## config.mk

```make
export PLATFORM = sky130hd
export DESIGN_NAME = seep_port
export DESIGN_NICKNAME = d
export VERILOG_FILES = /design/src/seep_pkg.sv /design/src/seep_sync.sv /design/src/seep_port.sv
export SDC_FILE = /design/constraint.sdc
export NUM_CORES = 1
export LEC_CHECK = 0
export BUFFER_PORTS_ARGS = -buffer_cell sky130_fd_sc_hd__buf_2
export CAP_MARGIN = 25
export CORE_MARGIN = 1.5
export CORE_UTILIZATION = 40
export DETAILED_ROUTE_END_ITERATION = 7
export SLEW_MARGIN = 25
export SYNTH_ARGS = -nofsm -noshare
export SYNTH_HDL_FRONTEND = slang
export SYNTH_SLANG_ARGS = --single-unit
```

## constraint.sdc

```tcl
create_clock -name core_clk -period 3 [get_ports core_clk]
set_input_delay 0 -clock core_clk [delete_from_list [all_inputs] [get_ports core_clk]]
set_output_delay 0 -clock core_clk [all_outputs]
set_load 0.02 [all_outputs]
```

## src/seep_pkg.sv

```systemverilog
// package for the 16x16 serial nonvolatile memory port
// assumes one core clock; serial link pins are sampled, not used as clocks
package seep_pkg;
    localparam int SEEP_WORDS = 16;
    localparam int SEEP_WIDTH = 16;
    localparam int SEEP_ABITS = 4;
    localparam int SEEP_OPBITS = 4;
    localparam int SEEP_INSN_BITS = 9;
    // operation codes
    localparam logic [3:0] SEEP_OP_READ = 4'h8;
    localparam logic [3:0] SEEP_OP_WRITE = 4'h4;
    localparam logic [3:0] SEEP_OP_ERASE = 4'hC;
    localparam logic [3:0] SEEP_OP_UNLOCK = 4'h3;
    localparam logic [3:0] SEEP_OP_LOCK = 4'h0;
    localparam logic [3:0] SEEP_OP_BULK = 4'h2;
    localparam logic [3:0] SEEP_ADDR_NONE = 4'h0;
    localparam logic [15:0] SEEP_ERASED = 16'hFFFF;
    localparam logic [4:0] SEEP_CNT_ZERO = 5'h00;
    localparam logic [4:0] SEEP_CNT_ONE = 5'h01;
    localparam logic [4:0] SEEP_BODY_BITS = 5'h08;
    localparam logic [4:0] SEEP_DATA_BITS = 5'h10;
    typedef enum logic [2:0] {
        SEEP_HUNT, SEEP_INSN, SEEP_WDATA, SEEP_ROUT, SEEP_PROG, SEEP_DONE
    } seep_state_t;
endpackage

```

## src/seep_sync.sv

```systemverilog
// two-flop synchroniser with rise and fall detection on the synced level
// assumes the input is asynchronous to core_clk
`timescale 1ns/10ps
module seep_sync
(
    input wire logic core_clk,
    input wire logic sys_rst,
    input wire logic async_in,
    output logic level,
    output logic rise,
    output logic fall
);
    logic meta_reg, sync_reg, last_reg;
    // =====================================
    // sync chain; first flop only feeds the second
    always_ff @(posedge core_clk)
    begin
        if (sys_rst)
        begin
            meta_reg <= 1'b0;
            sync_reg <= 1'b0;
            last_reg <= 1'b0;
        end
        else
        begin
            meta_reg <= async_in;
            sync_reg <= meta_reg;
            last_reg <= sync_reg;
        end
    end
    // edges from the synced and delayed copies only
    assign level = sync_reg;
    assign rise = sync_reg & ~last_reg;
    assign fall = ~sync_reg & last_reg;
endmodule // seep_sync

```

## src/seep_port.sv

```systemverilog
// serial command port and programming control of a 16 x 16 nonvolatile array
// assumes select, serial clock and serial_in come from a host, asynchronous to core_clk
`timescale 1ns/10ps
// Behaviour
// instruction is nine bits: lead_one_bit, four-bit opcode, four-bit address
// opcode 1000 reads, 0100 writes, 1100 erases one word
// four address bits pick one of sixteen words; others carry 0000
// serial output driven only during a read, else released
// a read sends one zero bit, then sixteen data bits
// serial output changes only while serial clock is high
// host follows write with sixteen data bits to a pre-erased word
// programming lasts while select stays low; ends on select high
// host holds select low 10 to 30 ms for programming
// host ends programming with select high one clock, or new instruction
// array changes only during programming instructions
// after erase, select falling starts programming; word becomes all ones
// after one clock of select high host may send anew or stand by
// program_unlock 0011 needed before programming; program_lock 0000 ends it
// reads behave the same whether programming is allowed or not
// programming starts out locked after reset
// bulk_erase 0010 sets all sixteen words to all ones
// tied in/out hosts may clash on the zero bit of a read
// serial_in sampled on clock rise while select high; leading zeros skipped
// while locked, write, erase and bulk_erase leave the array alone
// select low resets the instruction shifter and the start-bit search
module seep_port
#(
    parameter int WORDS = seep_pkg::SEEP_WORDS,
    parameter int WIDTH = seep_pkg::SEEP_WIDTH
)
(
    input wire logic core_clk,
    input wire logic sys_rst,
    input wire logic chip_select,
    input wire logic serial_clk,
    input wire logic serial_in,
    output logic serial_out,
    output logic serial_out_oe_n,
    output logic programming,
    output logic program_allowed
);
    import seep_pkg::*;

    // =====================================
    // elaboration check
    // the decoder and the array are built for 16 words of 16 bits only
    if (WORDS != SEEP_WORDS || WIDTH != SEEP_WIDTH)
    begin : g_bad_size
        $error("seep_port supports only a 16 x 16 array");
    end

    // =====================================
    // pin synchronisers
    // all three pins share one latency, so serial_in lines up with its clock edge
    logic cs_lvl, cs_rise, cs_fall;
    logic sck_rise, sck_fall;
    logic din_lvl;

    // select level and both of its edges
    seep_sync u_cs
    (
        .core_clk(core_clk),
        .sys_rst(sys_rst),
        .async_in(chip_select),
        .level(cs_lvl),
        .rise(cs_rise),
        .fall(cs_fall)
    );

    // serial clock edges only; its level is never read
    seep_sync u_sck
    (
        .core_clk(core_clk),
        .sys_rst(sys_rst),
        .async_in(serial_clk),
        .level(),
        .rise(sck_rise),
        .fall(sck_fall)
    );

    // serial data level, taken at each serial clock rise
    seep_sync u_din
    (
        .core_clk(core_clk),
        .sys_rst(sys_rst),
        .async_in(serial_in),
        .level(din_lvl),
        .rise(),
        .fall()
    );

    // =====================================
    // decoder helpers
    // only these operations may start a programming pulse
    function automatic logic is_prog_op(input logic [3:0] op);
        is_prog_op = (op == SEEP_OP_WRITE) || (op == SEEP_OP_ERASE) || (op == SEEP_OP_BULK);
    endfunction

    // bit counter step; frames stop far below the 5-bit wrap
    function automatic logic [4:0] cnt_step(input logic [4:0] cnt);
        cnt_step = 5'(cnt + SEEP_CNT_ONE);
    endfunction

    // counter value at the last bit of a field of the given length
    function automatic logic [4:0] cnt_last(input logic [4:0] bits);
        cnt_last = 5'(bits - SEEP_CNT_ONE);
    endfunction

    // msb-first shift of one bit into a data word
    function automatic logic [15:0] shift_word(input logic [15:0] word, input logic bit_in);
        shift_word = {word[14:0], bit_in};
    endfunction

    // =====================================
    // control state
    seep_state_t state_reg, state_next;
    logic [4:0] cnt_reg, cnt_next;
    logic [7:0] insn_reg, insn_next;
    logic [15:0] shift_reg, shift_next;
    logic out_bit_reg, out_bit_next;
    logic drive_reg, drive_next;
    logic unlock_reg, unlock_next;
    logic prog_reg, prog_next;
    logic [3:0] pend_op_reg, pend_op_next;
    // plain flops indexed by address; sixteen words need no memory macro
    logic [15:0] mem_reg [WORDS];
    logic [15:0] mem_next [WORDS];

    // instruction fields; new_* see the last address bit before it is shifted in
    logic [3:0] pend_addr;
    logic [3:0] new_op;
    logic [3:0] new_addr;
    // opcode and address being decoded, then the address kept for the pulse
    assign new_op = insn_reg[6:3];
    assign new_addr = {insn_reg[2:0], din_lvl};
    assign pend_addr = insn_reg[3:0];

    // =====================================
    // next-state logic
    // limitation: the pulse is not timed here; the host owns the 10 to 30 ms window
    // instruction shifting, read shifting, programming
    always_comb
    begin
        state_next = state_reg;
        cnt_next = cnt_reg;
        insn_next = insn_reg;
        shift_next = shift_reg;
        out_bit_next = out_bit_reg;
        drive_next = drive_reg;
        unlock_next = unlock_reg;
        prog_next = prog_reg;
        pend_op_next = pend_op_reg;
        for (int i = 0; i < WORDS; i++)
            mem_next[i] = mem_reg[i];
        // select low restarts the shifter and releases the output
        if (!cs_lvl && state_reg != SEEP_PROG)
        begin
            drive_next = 1'b0;
            cnt_next = SEEP_CNT_ZERO;
            state_next = SEEP_HUNT;
            // falling select after a programming instruction starts the pulse
            if (cs_fall && state_reg == SEEP_DONE && is_prog_op(pend_op_reg)
                && unlock_reg)
            begin
                state_next = SEEP_PROG;
                prog_next = 1'b1;
            end
        end
        else
        begin
            unique case (state_reg)
                SEEP_HUNT:
                    // zeros before the lead_one_bit are skipped
                    if (sck_rise && din_lvl)
                    begin
                        state_next = SEEP_INSN;
                        cnt_next = SEEP_CNT_ZERO;
                    end
                SEEP_INSN:
                    if (sck_rise)
                    begin
                        insn_next = {insn_reg[6:0], din_lvl};
                        cnt_next = cnt_step(cnt_reg);
                        if (cnt_reg == cnt_last(SEEP_BODY_BITS))
                        begin
                            cnt_next = SEEP_CNT_ZERO;
                            pend_op_next = new_op;
                            state_next = SEEP_DONE;
                            unique case (new_op)
                                SEEP_OP_READ:
                                begin
                                    // read ignores the lock state
                                    shift_next = mem_reg[new_addr];
                                    state_next = SEEP_ROUT;
                                end
                                SEEP_OP_WRITE:
                                    state_next = SEEP_WDATA;
                                SEEP_OP_UNLOCK:
                                    unlock_next = 1'b1;
                                SEEP_OP_LOCK:
                                    unlock_next = 1'b0;
                                default:
                                    state_next = SEEP_DONE;
                            endcase
                        end
                    end
                SEEP_WDATA:
                    if (sck_rise)
                    begin
                        shift_next = shift_word(shift_reg, din_lvl);
                        cnt_next = cnt_step(cnt_reg);
                        if (cnt_reg == cnt_last(SEEP_DATA_BITS))
                            state_next = SEEP_DONE;
                    end
                SEEP_ROUT:
                    // output moves only during clock high
                    if (sck_rise)
                    begin
                        drive_next = 1'b1;
                        if (cnt_reg == SEEP_CNT_ZERO)
                            out_bit_next = 1'b0;
                        else
                        begin
                            out_bit_next = shift_reg[15];
                            shift_next = shift_word(shift_reg, 1'b0);
                        end
                        cnt_next = cnt_step(cnt_reg);
                        if (cnt_reg == SEEP_DATA_BITS)
                            state_next = SEEP_DONE;
                    end
                SEEP_PROG:
                    // pulse ends when select returns high
                    if (cs_rise)
                    begin
                        prog_next = 1'b0;
                        state_next = SEEP_HUNT;
                        if (unlock_reg)
                        begin
                            unique case (pend_op_reg)
                                SEEP_OP_WRITE:
                                    // writing can only clear bits
                                    mem_next[pend_addr] = mem_reg[pend_addr] & shift_reg;
                                SEEP_OP_ERASE:
                                    mem_next[pend_addr] = SEEP_ERASED;
                                SEEP_OP_BULK:
                                    for (int i = 0; i < WORDS; i++)
                                        mem_next[i] = SEEP_ERASED;
                                default:
                                    prog_next = 1'b0;
                            endcase
                        end
                        pend_op_next = SEEP_OP_READ;
                    end
                SEEP_DONE:
                    // the serial clock fall after the last data bit of a read releases the line
                    if (sck_fall && pend_op_reg == SEEP_OP_READ)
                        drive_next = 1'b0;
                default:
                    state_next = SEEP_HUNT;
            endcase
        end
    end

    // =====================================
    // register stage; array has no reset so contents survive sys_rst
    always_ff @(posedge core_clk)
    begin
        if (sys_rst)
        begin
            state_reg <= SEEP_HUNT;
            cnt_reg <= SEEP_CNT_ZERO;
            insn_reg <= 8'h00;
            shift_reg <= 16'h0000;
            out_bit_reg <= 1'b0;
            drive_reg <= 1'b0;
            unlock_reg <= 1'b0;
            prog_reg <= 1'b0;
            pend_op_reg <= SEEP_OP_READ;
        end
        else
        begin
            state_reg <= state_next;
            cnt_reg <= cnt_next;
            insn_reg <= insn_next;
            shift_reg <= shift_next;
            out_bit_reg <= out_bit_next;
            drive_reg <= drive_next;
            unlock_reg <= unlock_next;
            prog_reg <= prog_next;
            pend_op_reg <= pend_op_next;
        end
        for (int i = 0; i < WORDS; i++)
            mem_reg[i] <= mem_next[i];
    end

    // =====================================
    // outputs
    // all straight from flops, so the pins never glitch on decode
    assign serial_out = out_bit_reg;
    assign serial_out_oe_n = ~drive_reg;
    assign programming = prog_reg;
    assign program_allowed = unlock_reg;
endmodule // seep_port

```

==> results by group <==
Timing
  • Post-layout minimum cycle time: 2840 ps
  • Skew final: 13.8 ps
  • Final hold violations: 0
  • Max Transition Viols Final: 0
  • Final critical-path share of the clock period: 0.946
  • Setup repair after global routing missed its margin: false
  • Maximum clock frequency: 353 MHz
  • Worst slew margin relative to its limit: 0.303
  • Total negative slack for setup checks: 0 ps
  • Worst Max-Slew Pin Slew: 1050 ps
  • Total setup violations reported at the end of the flow: 0

Power
  • VDD IR-drop max: 351 uV
  • Net switching component of the power: 0.00181 W
  • Share of total power in sequential cells: 0.511
  • Leak: 4.90 nW
  • Cell Pwr Density: 459 mW/mm^2
  • Switching Share: 0.203
  • Int Power: 0.00710 W
  • Relative contribution of combinational cells to total power: 0.008
  • Overall power consumption: 0.00892 W
  • Relative contribution of the clock network to total power: 0.481

Detailed routing
  • DRT Pass-1 Iters: 6
  • Number of nets with antenna violations after routing: 0
  • Overall routed net length: 52.9 mm
  • Total number of vias: 13.4k
  • DRC marker count from the first detailed-route iteration: 1638
  • Number of remaining DRC errors: 0
  • Average wire per cell in the routed design: 24.6 um
  • Number of vias per cell after detailed routing: 6.25

Placement
  • Detailed placement HPWL: 34.7 mm
  • Cell Count Post-Placement: 2079
  • Final Wtd Congestion: 0.839
  • Area after detailed placement: 0.0182 sq mm
  • Number of port buffers: 8

CTS
  • Total number of H-tree levels: 2
  • Clk Latency, worst-skew pair: 530 ps
  • Maximum number of buffers from clock root to sink: 3
  • CTS Sinks: 307
  • Root buffer cell: sky130_fd_sc_hd__clkbuf_16
  • Total clock buffers created by CTS: 36
  • TritonCTS clock tree: done
  • Clock slew seen by the registers of the worst setup and hold paths: 70 ps

Finish
  • Fraction of layout instances using a drive strength above 1: 0.195
  • Area Overhead vs Synth: 13.2%
  • Fin area: 0.0194 sq mm
  • Number of filler cells placed in the layout: 3855
  • Final standard cell count with taps included and fillers excluded: 2147
  • Ant diodes: 0
  • Area of combinational cells with multiple inputs: 0.00795 sq mm
  • Final layout net count: 1590
  • Area taken by flip-flops and latches: 0.00872 sq mm

Critical path
  • CP Class: reg -> reg
  • Worst Reg2Reg Path Length in Cells: 6
  • CP required: 3430 ps
  • Kind of cell with the highest combined delay on the critical path: simple AND/OR/NAND/NOR gates
  • Setup crit start kind: flip-flop
  • Data arrival at the endpoint of the critical path: 3270 ps
  • Slowest cell delay on critical path: 610 ps
  • Master of the slowest instance on the critical path: sky130_fd_sc_hd__a221o_1
  • Launch instance of the worst register-to-register path: cnt_reg[0]
  • Element type at the critical path end: flip-flop
  • Reg2Reg Capture Point: shift_reg[12]
  • Reg-to-reg setup timing slack: 160 ps
  • Cell count along the critical path: 6
  • Buffers and inverters on the worst path: 0
  • CP max FO: 21
  • Ordered cell list for the critical path: ha_1, or4bb_1, or3b_1, a221o_1, nor2b_1, a311oi_1

Global routing
  • Initial antenna violation count: 0
  • Via count of the first global-routing pass: 12.9k
  • Overall overflow remaining after global route: 0
  • Wire length of the first global-routing pass: 80.6 mm
  • Total routing resource utilization after global routing: 0.239
  • Largest net degree at the start of global routing: 133

Yosys
  • Distinct cell type count after synthesis: 55
  • Leading cell types by total area after synthesis: sky130_fd_sc_hd__edfxtp_1, sky130_fd_sc_hd__mux4_2, sky130_fd_sc_hd__a21oi_1, sky130_fd_sc_hd__mux2i_1, sky130_fd_sc_hd__nor2_1
  • Largest area contributor in the netlist: sky130_fd_sc_hd__edfxtp_1
  • Yosys warning total: 0
  • Total standard cell area after synthesis: 0.0172 sq mm
  • Share of flip-flops with an asynchronous set or reset: 0
  • Most frequent cell after synthesis: sky130_fd_sc_hd__nor2_1
  • Net count of the mapped netlist: 1580
  • Leading register cell type out of synthesis: sky130_fd_sc_hd__edfxtp_1
  • Syn avg cell area: 10.9 sq um
  • Synthesized flop and latch total: 307
  • Post-synthesis sequential area ratio: 0.507
  • Area share of the largest cell type after synthesis: 0.448
  • Number of enable flip-flop cells after synthesis: 256
  • Top cells by count, synth: sky130_fd_sc_hd__nor2_1, sky130_fd_sc_hd__a21oi_1, sky130_fd_sc_hd__edfxtp_1
  • Gate count after technology mapping: 1572

Worst hold path
  • Class of the tightest hold or removal check: in -> reg
  • Startpoint of the tightest hold check path: serial_clk
  • Hold EP: u_sck.meta_reg
  • Cell depth of the worst hold path: 3

Floorplan
  • DIE AREA: 0.0442 sq mm
  • Number of standard-cell rows in the floorplan: 75
  • Chip Height: 210 um
  • Initial core utilization: 0.407
  • Boundary pin count: 9
  • Core Region: 0.0421 sq mm
  • Die width: 210 um

Run
  • Number of max-cap violations: 0

Run status
  • Run status: finished clean
[worst reg2reg max path, stage by stage (launching register included)]
cell                       delay (ps)
sky130_fd_sc_hd__dfxtp_1          410
sky130_fd_sc_hd__ha_1             230
sky130_fd_sc_hd__or4bb_1          570
sky130_fd_sc_hd__or3b_1           400
sky130_fd_sc_hd__a221o_1          610
sky130_fd_sc_hd__nor2b_1          280
sky130_fd_sc_hd__a311oi_1         260
[power groups by stage]
stage,sequential [W],clock (W),combinational [W]
after floorplan,0.00465,0,0.0000431
after global placement,0.00465,0,0.0000686
after detailed placement,0.00465,0,0.0000686
after CTS,0.00456,0.00433,0.0000727
after global routing,0.00456,0.00448,0.0000783
final,0.00456,0.00429,0.0000733
[worst max-delay path by stage]
| stage | slack, ps | end | startpoint |
|---|---|---|---|
| 3_3_place_gp | 260 | shift_reg[15] | cnt_reg[0] |
| 5_1_grt | 40 | shift_reg[12] | cnt_reg[0] |
| 3_5_place_dp | 210 | shift_reg[7] | cnt_reg[0] |
| 6_report | 160 | shift_reg[12] | cnt_reg[0] |
| 4_1_cts | 180 | shift_reg[12] | cnt_reg[0] |
| 2_1_floorplan | 190 | flip-flop | state_reg[1] |
[per-stage QoR]
stage          setup WS [ps]  utilization  hold slack, ps
3_5_place_dp             215        0.433             225
5_1_grt                 35.1        0.461             272
3_3_place_gp             262        0.433             217
2_1_floorplan            194            -             128
6_report                 163        0.461             239
4_1_cts                  183        0.461             225
[cells in the final DEF, fill, tap and decap left out, types with 29 or more instances in the layout]
cell,count
sky130_fd_sc_hd__nor2_1,285
sky130_fd_sc_hd__a21oi_1,279
sky130_fd_sc_hd__edfxtp_1,256
sky130_fd_sc_hd__mux2i_1,116
sky130_fd_sc_hd__buf_4,88
sky130_fd_sc_hd__mux4_2,66
sky130_fd_sc_hd__dfxtp_1,46
sky130_fd_sc_hd__a22oi_1,43
sky130_fd_sc_hd__clkbuf_16,38
sky130_fd_sc_hd__mux2_2,36
sky130_fd_sc_hd__nand2_1,35
sky130_fd_sc_hd__nand3_1,29
[per-layer routing]
layer	vias up	routed length, um	track usage	part of all wire
li1	5984	-	-	-
met1	6702	22300	0.334	0.42
met2	638	24500	0.376	0.46
met3	101	4780	0.0490	0.090
met4	0	1320	0.0717	0.025
met5	-	0	0	0
[kinds of logic (layout without fill, tap and decap cells)]
kind of cell             count (synthesis)  in the layout  synth area share
flip-flops                             307            307             0.507
AND/OR/NAND/NOR                        459            459             0.121
XOR/XNOR                                 1              1          0.000510
adder cells (fa/ha/maj)                  3              3           0.00219
multiplexers                           218            218             0.178
AO/OA/AOI/OAI                          437            437             0.154
buffers and inverters                  147            183            0.0371
[what timing repair did]
action,in CTS,in global routing
hold endpoints to repair,7,0
setup endpoints to repair,0,0
hold buffers,4,0
setup buffers,0,0
gates resized for setup,0,0
[cell type report]
class,count,share of cell area
Multi-Input combinational cell,1118,0.409
Clock inverter,11,0.00264
Inverter,11,0.00212
Sequential cell,307,0.449
Timing Repair Buffer,108,0.0464
Tap cell,539,0.0347
Clock buffer,53,0.0565
Note: power is estimated with default switching activity, not from simulation.
